[src/hw/nts_pkg.sv]
// constants and types for the nfc-a tag state machine
package nts_pkg;

  // ****************************************
  // command codes, decoded upstream
  // ****************************************
  typedef enum logic [3:0] {
    NTS_CMD_SENS   = 4'h1,
    NTS_CMD_ALL    = 4'h2,
    NTS_CMD_SDD    = 4'h3,
    NTS_CMD_SEL    = 4'h4,
    NTS_CMD_SLP    = 4'h5,
    NTS_CMD_READ   = 4'h6,
    NTS_CMD_WRITE  = 4'h7,
    NTS_CMD_SECSEL = 4'h8,
    NTS_CMD_OTHER  = 4'hF
  } nts_cmd_t;

  // ****************************************
  // protocol states
  // ****************************************
  typedef enum logic [2:0] {
    NTS_SENSE  = 3'b000,
    NTS_SLEEP  = 3'b001,
    NTS_RES1   = 3'b010,
    NTS_RES2   = 3'b011,
    NTS_SELECT = 3'b100,
    NTS_AUTH   = 3'b101
  } nts_state_t;

  // ****************************************
  // response kinds
  // ****************************************
  typedef enum logic [2:0] {
    NTS_RSP_NONE  = 3'b000,
    NTS_RSP_SENS  = 3'b001,
    NTS_RSP_UID   = 3'b010,
    NTS_RSP_SAK   = 3'b011,
    NTS_RSP_ACK   = 3'b100,
    NTS_RSP_DATA  = 3'b101,
    NTS_RSP_NAK   = 3'b110
  } nts_rsp_t;

  // ****************************************
  // kill configuration and uid constants
  // ****************************************
  localparam logic [1:0] KILL_NONE = 2'h0;
  localparam logic [1:0] KILL_HOST = 2'h1;
  localparam logic [1:0] KILL_RF   = 2'h2;
  localparam logic [7:0] UID_BYTE2 = 8'h02;
  localparam logic [7:0] CASCADE_TAG = 8'h88;  // marks a longer uid at cascade level one
  localparam logic [2:0] AUTH_FAIL_LIMIT = 3'h7;
  localparam logic [2:0] AUTH_FAIL_ZERO  = 3'h0;
  localparam int         ADDR_W = 8;

endpackage

[src/hw/nts_tag_fsm.sv]
// nfc-a tag protocol state machine with kill, lockout and access control
//
// Summary of operation
// RULE1: full kill: ignore rf, never answer
// RULE2: host kill: refuse tunnel and extended modes
// RULE3: kill config changes only from microcontroller port
// RULE4: run whole anti-collision with 7-byte uid
// RULE5: reject access beyond implemented memory
// RULE6: start in sense; leave on sens/all
// RULE7: other frames in sense: error, stay
// RULE8: slp_req in selected/auth: sleep becomes waiting
// RULE9: sleep left only by all_req (code also leaves it on the mcu sense command)
// RULE10: resolution runs cascade levels one, two
// RULE11: invalid command in selected: fall back
// RULE12: sector select: nak, then fall back
// RULE13: password write match enters authenticated
// RULE14: seven failed passwords enter locked
// RULE15: mcu clears counter, then sense command
// RULE16: locked: access only below protection limit
// RULE17: authenticated: protected blocks fully accessible
// RULE18: memory access by read/write, selected only
// RULE19: first three uid bytes hardwired inputs
// RULE20: byte zero maker, byte one type
// RULE21: uid byte two is 02h
// RULE22: uid bytes three-six from uid word
// RULE23: uid word writes always refused
// RULE24: one bit records sense or sleep waiting
`timescale 1ns/1ns
`default_nettype none

module nts_tag_fsm
  import nts_pkg::*;
#(
  parameter logic [7:0] MAKER_CODE = 8'hA5,  // arbitrary value
  parameter logic [7:0] TYPE_CODE  = 8'h5A,  // arbitrary value
  parameter logic [7:0] MEM_TOP    = 8'h3F,  // last implemented block
  parameter logic [7:0] PWD_ADDR   = 8'h3E,  // password block
  parameter logic [7:0] UID_ADDR   = 8'h00   // uid block
) (
  // clock and reset
  input  wire logic              clk_i,
  input  wire logic              rst_b_i,
  // rf command from the frame decoder
  input  wire logic              cmd_valid_i,
  input  wire logic [3:0]        cmd_code_i,
  input  wire logic [ADDR_W-1:0] cmd_addr_i,
  input  wire logic              cmd_sel_ok_i,   // sel_req matched our uid part
  input  wire logic              cmd_pwd_ok_i,   // written word equals password
  input  wire logic              cmd_tunnel_i,   // request for tunnel/extended
  // microcontroller side
  input  wire logic              mcu_kill_we_i,
  input  wire logic [1:0]        mcu_kill_i,
  input  wire logic              mcu_cnt_clr_i,
  input  wire logic              mcu_goto_sense_i,
  input  wire logic              rf_kill_we_i,   // kill write seen on rf
  input  wire logic [7:0]        prot_limit_i,   // protected_area_limit
  input  wire logic [31:0]       uid_word_i,
  // responses
  output logic                   rsp_valid_o,
  output logic [2:0]             rsp_kind_o,
  output logic [31:0]            rsp_uid_o,
  output logic                   mem_rd_o,
  output logic                   mem_wr_o,
  output logic [ADDR_W-1:0]      mem_addr_o,
  output logic                   tunnel_en_o,
  output logic [2:0]             state_o,
  output logic                   locked_o,
  output logic [2:0]             fail_cnt_o
);

  // ****************************************
  // state
  // ****************************************
  nts_state_t state;
  nts_state_t next_state;
  logic       wait_sleep;          // waiting state is sleep
  logic [1:0] kill_cfg;
  logic [2:0] failed_auth_counter;
  logic       locked;
  nts_cmd_t   cmd;
  logic       live;
  logic       in_sel;
  logic       addr_ok;
  logic       pwd_try;
  nts_rsp_t   next_rsp;
  nts_state_t fall_state;
  logic       goto_ok;             // microcontroller return is allowed

  function automatic logic [31:0] uid_chunk(input logic lvl2, input logic [31:0] w);
    // cascade 1: ct, byte0, byte1, byte2; cascade 2: bytes 3..6
    uid_chunk = lvl2 ? w                                               // [RULE22]
      : {UID_BYTE2, TYPE_CODE, MAKER_CODE, CASCADE_TAG};               // [RULE19] [RULE20] [RULE21]
  endfunction

  assign cmd        = nts_cmd_t'(cmd_code_i);
  assign live       = cmd_valid_i && (kill_cfg != KILL_RF);                    // [RULE1]
  assign in_sel     = (state == NTS_SELECT) || (state == NTS_AUTH);
  assign fall_state = wait_sleep ? NTS_SLEEP : NTS_SENSE;                      // [RULE24]
  assign pwd_try    = (cmd == NTS_CMD_WRITE) && (cmd_addr_i == PWD_ADDR);
  assign goto_ok    = mcu_goto_sense_i &&
                      (!locked || (failed_auth_counter == AUTH_FAIL_ZERO));    // [RULE15]

  // address check: range, uid write, lockout and protection
  always_comb begin
    addr_ok = (cmd_addr_i <= MEM_TOP);                                         // [RULE5]
    if ((cmd == NTS_CMD_WRITE) && (cmd_addr_i == UID_ADDR)) begin
      addr_ok = 1'b0;                                                          // [RULE23]
    end
    if (locked && (cmd_addr_i >= prot_limit_i)) begin
      addr_ok = 1'b0;                                                          // [RULE16]
    end
    if ((state == NTS_SELECT) && !locked && (cmd_addr_i >= prot_limit_i)) begin
      addr_ok = 1'b0;                                                          // protected until auth
    end
    if ((state == NTS_AUTH) && !locked) begin
      addr_ok = (cmd_addr_i <= MEM_TOP) &&
                !((cmd == NTS_CMD_WRITE) && (cmd_addr_i == UID_ADDR));         // [RULE17]
    end
  end

  // next state and response
  always_comb begin
    next_state = state;
    next_rsp   = NTS_RSP_NONE;
    if (live) begin
      unique case (state)
        NTS_SENSE: begin
          if ((cmd == NTS_CMD_SENS) || (cmd == NTS_CMD_ALL)) begin             // [RULE6] [RULE7]
            next_state = NTS_RES1;
            next_rsp   = NTS_RSP_SENS;
          end
        end
        NTS_SLEEP: begin
          if (cmd == NTS_CMD_ALL) begin                                        // [RULE9]
            next_state = NTS_RES1;
            next_rsp   = NTS_RSP_SENS;
          end
        end
        NTS_RES1, NTS_RES2: begin                                              // [RULE4] [RULE10]
          if (cmd == NTS_CMD_SDD) begin
            next_rsp = NTS_RSP_UID;
          end else if ((cmd == NTS_CMD_SEL) && cmd_sel_ok_i) begin
            next_state = (state == NTS_RES1) ? NTS_RES2 : NTS_SELECT;
            next_rsp   = NTS_RSP_SAK;
          end else begin
            next_state = fall_state;
          end
        end
        NTS_SELECT, NTS_AUTH: begin
          if (cmd == NTS_CMD_SLP) begin
            next_state = NTS_SLEEP;                                            // [RULE8]
          end else if (cmd == NTS_CMD_SECSEL) begin
            next_state = fall_state;                                           // [RULE12]
            next_rsp   = NTS_RSP_NAK;
          end else if (pwd_try && !locked) begin
            if (cmd_pwd_ok_i) begin
              next_state = NTS_AUTH;                                           // [RULE13]
              next_rsp   = NTS_RSP_ACK;
            end else begin
              next_rsp   = NTS_RSP_NAK;
            end
          end else if (((cmd == NTS_CMD_READ) || (cmd == NTS_CMD_WRITE)) && addr_ok) begin
            next_rsp = (cmd == NTS_CMD_READ) ? NTS_RSP_DATA : NTS_RSP_ACK;     // [RULE18]
          end else if ((cmd == NTS_CMD_READ) || (cmd == NTS_CMD_WRITE)) begin
            next_rsp = NTS_RSP_NAK;                                            // [RULE5]
          end else begin
            next_state = fall_state;                                           // [RULE11]
          end
        end
        default: next_state = NTS_SENSE;
      endcase
    end
    if (goto_ok) begin
      next_state = NTS_SENSE;
    end
  end

  // ****************************************
  // registers
  // ****************************************

  // protocol state
  always_ff @(posedge clk_i or negedge rst_b_i) begin
    if (!rst_b_i) begin
      state <= NTS_SENSE;                                                      // [RULE6]
    end else begin
      state <= next_state;
    end
  end

  // waiting state record
  always_ff @(posedge clk_i or negedge rst_b_i) begin
    if (!rst_b_i) begin
      wait_sleep <= 1'b0;
    end else if (goto_ok) begin
      wait_sleep <= 1'b0;
    end else if (live && in_sel && (cmd == NTS_CMD_SLP)) begin
      wait_sleep <= 1'b1;                                                      // [RULE8] [RULE24]
    end
  end

  // kill configuration, microcontroller writes only
  always_ff @(posedge clk_i or negedge rst_b_i) begin
    if (!rst_b_i) begin
      kill_cfg <= KILL_NONE;
    end else if (mcu_kill_we_i) begin
      kill_cfg <= mcu_kill_i;                                                  // [RULE3]
    end
  end

  // failed authentication counter and lockout
  always_ff @(posedge clk_i or negedge rst_b_i) begin
    if (!rst_b_i) begin
      failed_auth_counter <= AUTH_FAIL_ZERO;
    end else if (mcu_cnt_clr_i) begin
      failed_auth_counter <= AUTH_FAIL_ZERO;                                   // [RULE15]
    end else if (live && in_sel && pwd_try && !locked && !cmd_pwd_ok_i &&
                 (failed_auth_counter != AUTH_FAIL_LIMIT)) begin              // saturate at limit
      failed_auth_counter <= failed_auth_counter + 3'h1;                       // [RULE14]
    end
  end

  always_ff @(posedge clk_i or negedge rst_b_i) begin
    if (!rst_b_i) begin
      locked <= 1'b0;
    end else if (failed_auth_counter == AUTH_FAIL_LIMIT) begin
      locked <= 1'b1;                                                          // [RULE14]
    end else if (goto_ok) begin
      locked <= 1'b0;                                                          // [RULE15]
    end
  end

  // responses and memory strobes
  always_ff @(posedge clk_i or negedge rst_b_i) begin
    if (!rst_b_i) begin
      rsp_valid_o <= 1'b0;
      rsp_kind_o  <= NTS_RSP_NONE;
      rsp_uid_o   <= 32'h0;
      mem_rd_o    <= 1'b0;
      mem_wr_o    <= 1'b0;
      mem_addr_o  <= '0;
    end else begin
      rsp_valid_o <= (next_rsp != NTS_RSP_NONE);                               // [RULE1]
      rsp_kind_o  <= next_rsp;
      rsp_uid_o   <= uid_chunk(state == NTS_RES2, uid_word_i);
      mem_rd_o    <= (next_rsp == NTS_RSP_DATA);
      mem_wr_o    <= (next_rsp == NTS_RSP_ACK) && (cmd == NTS_CMD_WRITE) && !pwd_try;
      mem_addr_o  <= cmd_addr_i;
    end
  end

  // status outputs and tunnel permission
  always_ff @(posedge clk_i or negedge rst_b_i) begin
    if (!rst_b_i) begin
      tunnel_en_o <= 1'b0;
      state_o     <= NTS_SENSE;
      locked_o    <= 1'b0;
      fail_cnt_o  <= AUTH_FAIL_ZERO;
    end else begin
      tunnel_en_o <= cmd_tunnel_i && (kill_cfg == KILL_NONE) && in_sel;        // [RULE2]
      state_o     <= state;
      locked_o    <= locked;
      fail_cnt_o  <= failed_auth_counter;
    end
  end

  // ****************************************
  // checks
  // ****************************************
  property p_kill_silent;
    @(posedge clk_i) disable iff (!rst_b_i)
      (kill_cfg == KILL_RF) |=> !rsp_valid_o;
  endproperty
  a_kill_silent: assert property (p_kill_silent) else $error("answer under rf kill"); // [RULE1]

  property p_host_kill;
    @(posedge clk_i) disable iff (!rst_b_i)
      (kill_cfg != KILL_NONE) |=> !tunnel_en_o;
  endproperty
  a_host_kill: assert property (p_host_kill) else $error("tunnel under kill"); // [RULE2]

  property p_rf_no_kill;
    @(posedge clk_i) disable iff (!rst_b_i)
      (rf_kill_we_i && !mcu_kill_we_i) |=> $stable(kill_cfg);
  endproperty
  a_rf_no_kill: assert property (p_rf_no_kill) else $error("rf changed kill"); // [RULE3]

  property p_sense_stay;
    @(posedge clk_i) disable iff (!rst_b_i)
      (state == NTS_SENSE && live && cmd != NTS_CMD_SENS && cmd != NTS_CMD_ALL
       && !mcu_goto_sense_i) |=> (state == NTS_SENSE);
  endproperty
  a_sense_stay: assert property (p_sense_stay) else $error("left sense wrongly"); // [RULE7]

  property p_sleep_stay;
    @(posedge clk_i) disable iff (!rst_b_i)
      (state == NTS_SLEEP && !(live && cmd == NTS_CMD_ALL) && !mcu_goto_sense_i)
      |=> (state == NTS_SLEEP);
  endproperty
  a_sleep_stay: assert property (p_sleep_stay) else $error("left sleep wrongly"); // [RULE9]

  property p_slp_sleep;
    @(posedge clk_i) disable iff (!rst_b_i)
      (live && in_sel && cmd == NTS_CMD_SLP && !mcu_goto_sense_i)
      |=> (state == NTS_SLEEP) && wait_sleep;
  endproperty
  a_slp_sleep: assert property (p_slp_sleep) else $error("slp_req not to sleep"); // [RULE8]

  property p_secsel_nak;
    @(posedge clk_i) disable iff (!rst_b_i)
      (live && in_sel && cmd == NTS_CMD_SECSEL)
      |=> rsp_valid_o && (rsp_kind_o == NTS_RSP_NAK) && !in_sel;
  endproperty
  a_secsel_nak: assert property (p_secsel_nak) else $error("sector select not nak"); // [RULE12]

  property p_lock;
    @(posedge clk_i) disable iff (!rst_b_i)
      (failed_auth_counter == AUTH_FAIL_LIMIT) |=> locked;
  endproperty
  a_lock: assert property (p_lock) else $error("no lockout at limit"); // [RULE14]

  property p_uid_safe;
    @(posedge clk_i) disable iff (!rst_b_i)
      (live && cmd == NTS_CMD_WRITE && cmd_addr_i == UID_ADDR) |=> !mem_wr_o;
  endproperty
  a_uid_safe: assert property (p_uid_safe) else $error("uid block written"); // [RULE23]

  property p_range;
    @(posedge clk_i) disable iff (!rst_b_i)
      (live && cmd_addr_i > MEM_TOP) |=> !mem_rd_o && !mem_wr_o;
  endproperty
  a_range: assert property (p_range) else $error("access out of range"); // [RULE5]

  property p_auth_enter;
    @(posedge clk_i) disable iff (!rst_b_i)
      (live && in_sel && pwd_try && !locked && cmd_pwd_ok_i && !mcu_goto_sense_i)
      |=> (state == NTS_AUTH);
  endproperty
  a_auth_enter: assert property (p_auth_enter) else $error("password match not auth"); // [RULE13]

  property p_locked_guard;
    @(posedge clk_i) disable iff (!rst_b_i)
      (live && locked && (cmd_addr_i >= prot_limit_i)) |=> !mem_rd_o && !mem_wr_o;
  endproperty
  a_locked_guard: assert property (p_locked_guard) else $error("locked guard"); // [RULE16]

  property p_mem_sel;
    @(posedge clk_i) disable iff (!rst_b_i)
      !in_sel |=> !mem_rd_o && !mem_wr_o;
  endproperty
  a_mem_sel: assert property (p_mem_sel) else $error("memory access outside selected"); // [RULE18]

  property p_count_hold;
    @(posedge clk_i) disable iff (!rst_b_i)
      (failed_auth_counter == AUTH_FAIL_LIMIT && !mcu_cnt_clr_i)
      |=> (failed_auth_counter == AUTH_FAIL_LIMIT);
  endproperty
  a_count_hold: assert property (p_count_hold) else $error("fail count left limit"); // [RULE14]

  property p_release;
    @(posedge clk_i) disable iff (!rst_b_i)
      (mcu_goto_sense_i && locked && failed_auth_counter == AUTH_FAIL_ZERO)
      |=> (state == NTS_SENSE) && !locked;
  endproperty
  a_release: assert property (p_release) else $error("lock not released"); // [RULE15]

endmodule

`default_nettype wire

[config.mk]
export PLATFORM = sky130hd
export DESIGN_NAME = nts_tag_fsm
export DESIGN_NICKNAME = d
export VERILOG_FILES = /design/src/hw/nts_pkg.sv /design/src/hw/nts_tag_fsm.sv
export SDC_FILE = /design/constraint.sdc
export NUM_CORES = 1
export LEC_CHECK = 0
export BUFFER_PORTS_ARGS = -buffer_cell sky130_fd_sc_hd__buf_2
export CAP_MARGIN = 15
export CORE_ASPECT_RATIO = 0.5
export CORE_MARGIN = 3
export CORE_UTILIZATION = 47
export DETAILED_ROUTE_END_ITERATION = 8
export PLACE_DENSITY = 0.79
export SYNTH_ARGS = -nofsm -noshare
export SYNTH_HDL_FRONTEND = slang
export SYNTH_SLANG_ARGS = --single-unit
[constraint.sdc]
create_clock -name clk_i -period 2.6 [get_ports clk_i]
set_clock_uncertainty 0.2 [all_clocks]
set_input_delay 0.65 -clock clk_i [delete_from_list [all_inputs] [get_ports clk_i]]
set_output_delay 0.65 -clock clk_i [all_outputs]
set_load 0.1 [all_outputs]
Word-level counts from Yosys, hierarchy flattened
Index checks and enable logic that the tools add are counted.
- word-level logic and storage cells: 124
- output and inout bits: 54
- register bits after elaboration: 64
- eq/ne operators: 25
- add/subtract/negate cells: 1
- multiplexer cells: 39
- reductions and logical operators: 42
- order comparisons: 2
- operators by type and width (operator ; number):
    $mux 3 ; 21
    $mux 32 ; 1
    $pmux 3 s4 ; 2
    $logic_and 1x1->1 ; 22
    $ne 6x6->1 const B ; 3
    $eq 4x3->1 const B ; 4
    $eq 3x3->1 const B ; 5
    $mux 1 ; 12
    $ne 3x3->1 const B ; 4
    $eq 4x2->1 const B ; 2
    $eq 8x6->1 const B ; 1
    $ge 8x8->1 ; 1
    $le 8x6->1 const B ; 1
    $logic_not 8->1 ; 1
    $reduce_bool 2->1 ; 4
    $reduce_and 7->1 ; 1
    $eq 3x2->1 const B ; 2
    $logic_not 3->1 ; 2
    $mux 2 ; 3
    $eq 4x1->1 const B ; 1
    $eq 4x4->1 const B ; 1
    $logic_not 1->1 ; 4
    $logic_or 1x1->1 ; 4
    $reduce_or 2->1 ; 2
    other kinds (5) ; 5

Logic depth before layout (Yosys ltp)
- depth after elaboration: 16
- gate-level depth with buffers: 7
- gate-level depth less buffers: 7

Worst setup path after synthesis
Ideal clock, no wire load.
- kind: input port to flip-flop
- start: input port cmd_addr_i[6]
- end: register state[2]
- path slack: 44 ps
- buffers on the path: 0
- data arrival time: 2235 ps
- stages on the path: 5
- data required time: 2280 ps
- library setup time: 120 ps
- cells stage by stage: or4b_4 > or4_4 > a221oi_4 > o221ai_2 > o211a_1
- word-level cells in the longest chain between the ends: 9
- elaborated cells between the ends (all ways): 26
- those cells by class: order compare (2); eq/ne (4); mux (10); reduce/logical (10)
- ends and longest elaborated chain (element ; line ; text):
    start, declared ; nts_tag_fsm.sv:46 ; input wire logic [ADDR_W-1:0] cmd_addr_i,
    parallel branches: the longest is 9 deep, another holds $le 8x6->1 ; - ;
    end signal, assigned ; nts_tag_fsm.sv:187 ; state <= next_state;
    end, declared ; nts_tag_fsm.sv:74 ; nts_state_t state;
Several ways; the timed one is not identified. The select of a mux whose other input is x is not followed.
A chain may end at the register's enable or synchronous reset.

Worst setup path after layout
- start: input port cmd_addr_i[6]
- end: register state[1]
Same word-level chain as after synthesis.

==> results.ini <==
[clock_network]
clk_pin_slew_ns = 0.06
postCtsHoldBufs = 0
cts.path.max_buffers = 2
tritoncts = built
htreeDepth = 3
cts_resized = 0
clk-insertion-delay-late_ns = 0.32
post-cts-setup-buffer-count = 0
numClockSinks = 64
cts_root_buffer = clkbuf_16
cts_made_buffers = 9

[min_path]
hold_class = input pin to asynchronous set/reset pin

[power]
p_leak_nw = 2.02
power_density_nw_per_um2 = 707
vdd_drop_max_mv = 0.476
power.total_mw = 2.64

[cells_and_area]
layout_common_cells = buf_2 (116), dfrtp_1 (64), and3_1 (21), inv_1 (14)
final_common_cell = buf_2
nFillCells = 390
layout-drive-gt1-share_pct = 41.5
final_nets = 434
postLayoutCoreUtil_pct = 71.8
diodes = 0
final_area_um2 = 3730
areaGrowthSynthToFinish_pct = 39.0

[routing]
via_per_inst = 5.18
drt_iter0_drc = 152
vias = 2249
finalWirelength_mm = 6.73
dr.pass1.iters = 4
wl_per_cell_um = 15.5
drc_errors = 0
ant_nets = 0

[setup_path]
worstSetupStartpoint = cmd_addr_i[6]
critPathLaunchType = input pin
cp_data_arrival_time_ns = 2.46
critPathCaptureType = flip-flop
cp_data_required_time_ns = 2.62
crit_type = input pin to flip-flop
r2r_start = state[1]
crit_fanout = 4

[synth]
syn_nets = 308
syn_inst = 233
ys_seq_area_share_pct = 59.6
synth_flop_cell = dfrtp_1
syn_area_um2 = 2690
netlist_top_cells_area = dfrtp_1 (60%), ha_1 (5.1%), and3_1 (4.9%)
synth-edff-count = 0
synth.top_cell.area_share_pct = 59.6
ys_types = 44
async_flop_share_pct = 100
synth_top_area_cell = dfrtp_1
synth_warnings = 0
synth.avg_cell_area_um2 = 11.5
synth-seq-cells = 64

[flow_run]
maxCapViolations = 0

[placed_design]
port_buffers = 116
placed_area_um2 = 3400
dp.final_hpwl_mm = 4.98
place_congestion = 0.812

[floorplan]
fp.dieW_um = 113
fp.dieArea_um2 = 6710
die_h_um = 59.4
rows = 18
coreArea_um2 = 5200
io_pins = 118
start_util_pct = 51.6

[timing]
fmax_mhz = 411
grt_setup_unrepaired = no
fin_crit_sh_pct = 93.6
worst_hold_slack_ns = 0.0921
worstMarginPinSlew_ns = 0.727
relSlewSlack_pct = 51.0
setup_viol = 0
slew_violations = 0
min_period_ns = 2.43
finalSetupTns_ns = 0
hold_violations = 0

[run_status]
status = finished, final reports clean

[global_routing]
grt_usage_pct = 20.8
grt_pass1_wl_mm = 10.9
grt_max_degree = 45
antenna_found_initial = 0
grt-ovfl-total = 0
grt_pass1_vias = 2233

[power by group]
part / internal, mW / switching, mW
logic: 0.0913 / 0.195
clock network: 0.898 / 0.436
registers: 1.01 / 0.00798
[synth_stat cells, drive strengths merged, types with 2 or more instances]
cell type,instances
dfrtp,64
and3,21
inv,14
nand2,13
nor2,13
o21ai,12
or3,12
ha,11
clkbuf,10
a21oi,9
nand2b,4
nand3b,4
nor2b,4
a31oi,3
nor4,3
or4,3
a21boi,2
a21o,2
and4,2
mux2i,2
nand4,2
nand4b,2
[metal layers]
| layer | part of all wire, % | up-vias | track usage, % |
|---|---|---|---|
| met2 | 49 | 83 | 35.6 |
| met4 | 0.88 | 0 | 4.79 |
| met1 | 43 | 1084 | 26.7 |
| li1 | - | 1076 | - |
| met5 | 0 | - | 0 |
| met3 | 7.3 | 6 | 6.22 |
[cell families (layout without fill, tap and decap cells)]
family                     Yosys count  in the layout  synth area share (%)
DFF                                 64             64                  59.6
AOI/OAI and AO/OA                   38             38                  9.97
muxes                                3              3                  1.16
and+or+nand+nor                     92             92                  20.4
adders and majority gates           11             11                  5.13
buffers and inverters               24            155                  3.36
xor gates and xnor gates             1              1                 0.326
[worst paths after layout]
kind | endpoint | slack (ns) | cells after the start
min in group clk_i | fail_cnt_o[2] | 0.25 | 0
max in group asynchronous | rsp_uid_o[30] | 1.51 | 2
max reg2reg | rsp_kind_o[1] | 0.40 | 6
max | state[1] | 0.17 | 7
min | failed_auth_counter[2] | 0.09 | 1
min reg2reg | fail_cnt_o[2] | 0.25 | 0
[state kept, by name, indices dropped and copies added, names as in the netlist]
register             cells
rsp_valid_o              1
locked_o                 1
kill_cfg                 2
failed_auth_counter      3
rsp_uid_o               32
mem_addr_o               8
wait_sleep               1
state_o                  3
fail_cnt_o               3
locked                   1
tunnel_en_o              1
mem_rd_o                 1
rsp_kind_o               3
state                    3
mem_wr_o                 1
[stage by stage]
step	setup WS, ns	instances
4_1_cts	0.184	434
5_1_grt	0.0916	434
2_1_floorplan	0.0443	233
6_report	0.166	434
3_3_place_gp	-0.0828	418
3_5_place_dp	-0.140	418
[worst max-delay path, stage by stage]
cell      delay, ns
buf_2          0.12
or4b_4         0.54
or4_4          0.54
a221oi_4       0.27
buf_4          0.18
nand3_1        0.07
o21ai_0        0.10
[cell type report]
type                       instances  area (µm²)  share of cell area (%)
clock buffer                      11         253                    6.77
clock inverter                     5        85.1                    2.28
inverter                          14        52.6                    1.41
multi-input combinational        145         993                    26.6
sequential                        64        1600                    42.9
tap                               70        87.6                    2.35
timing repair buffer             125         661                    17.7
(Power assumes the default switching activity.)
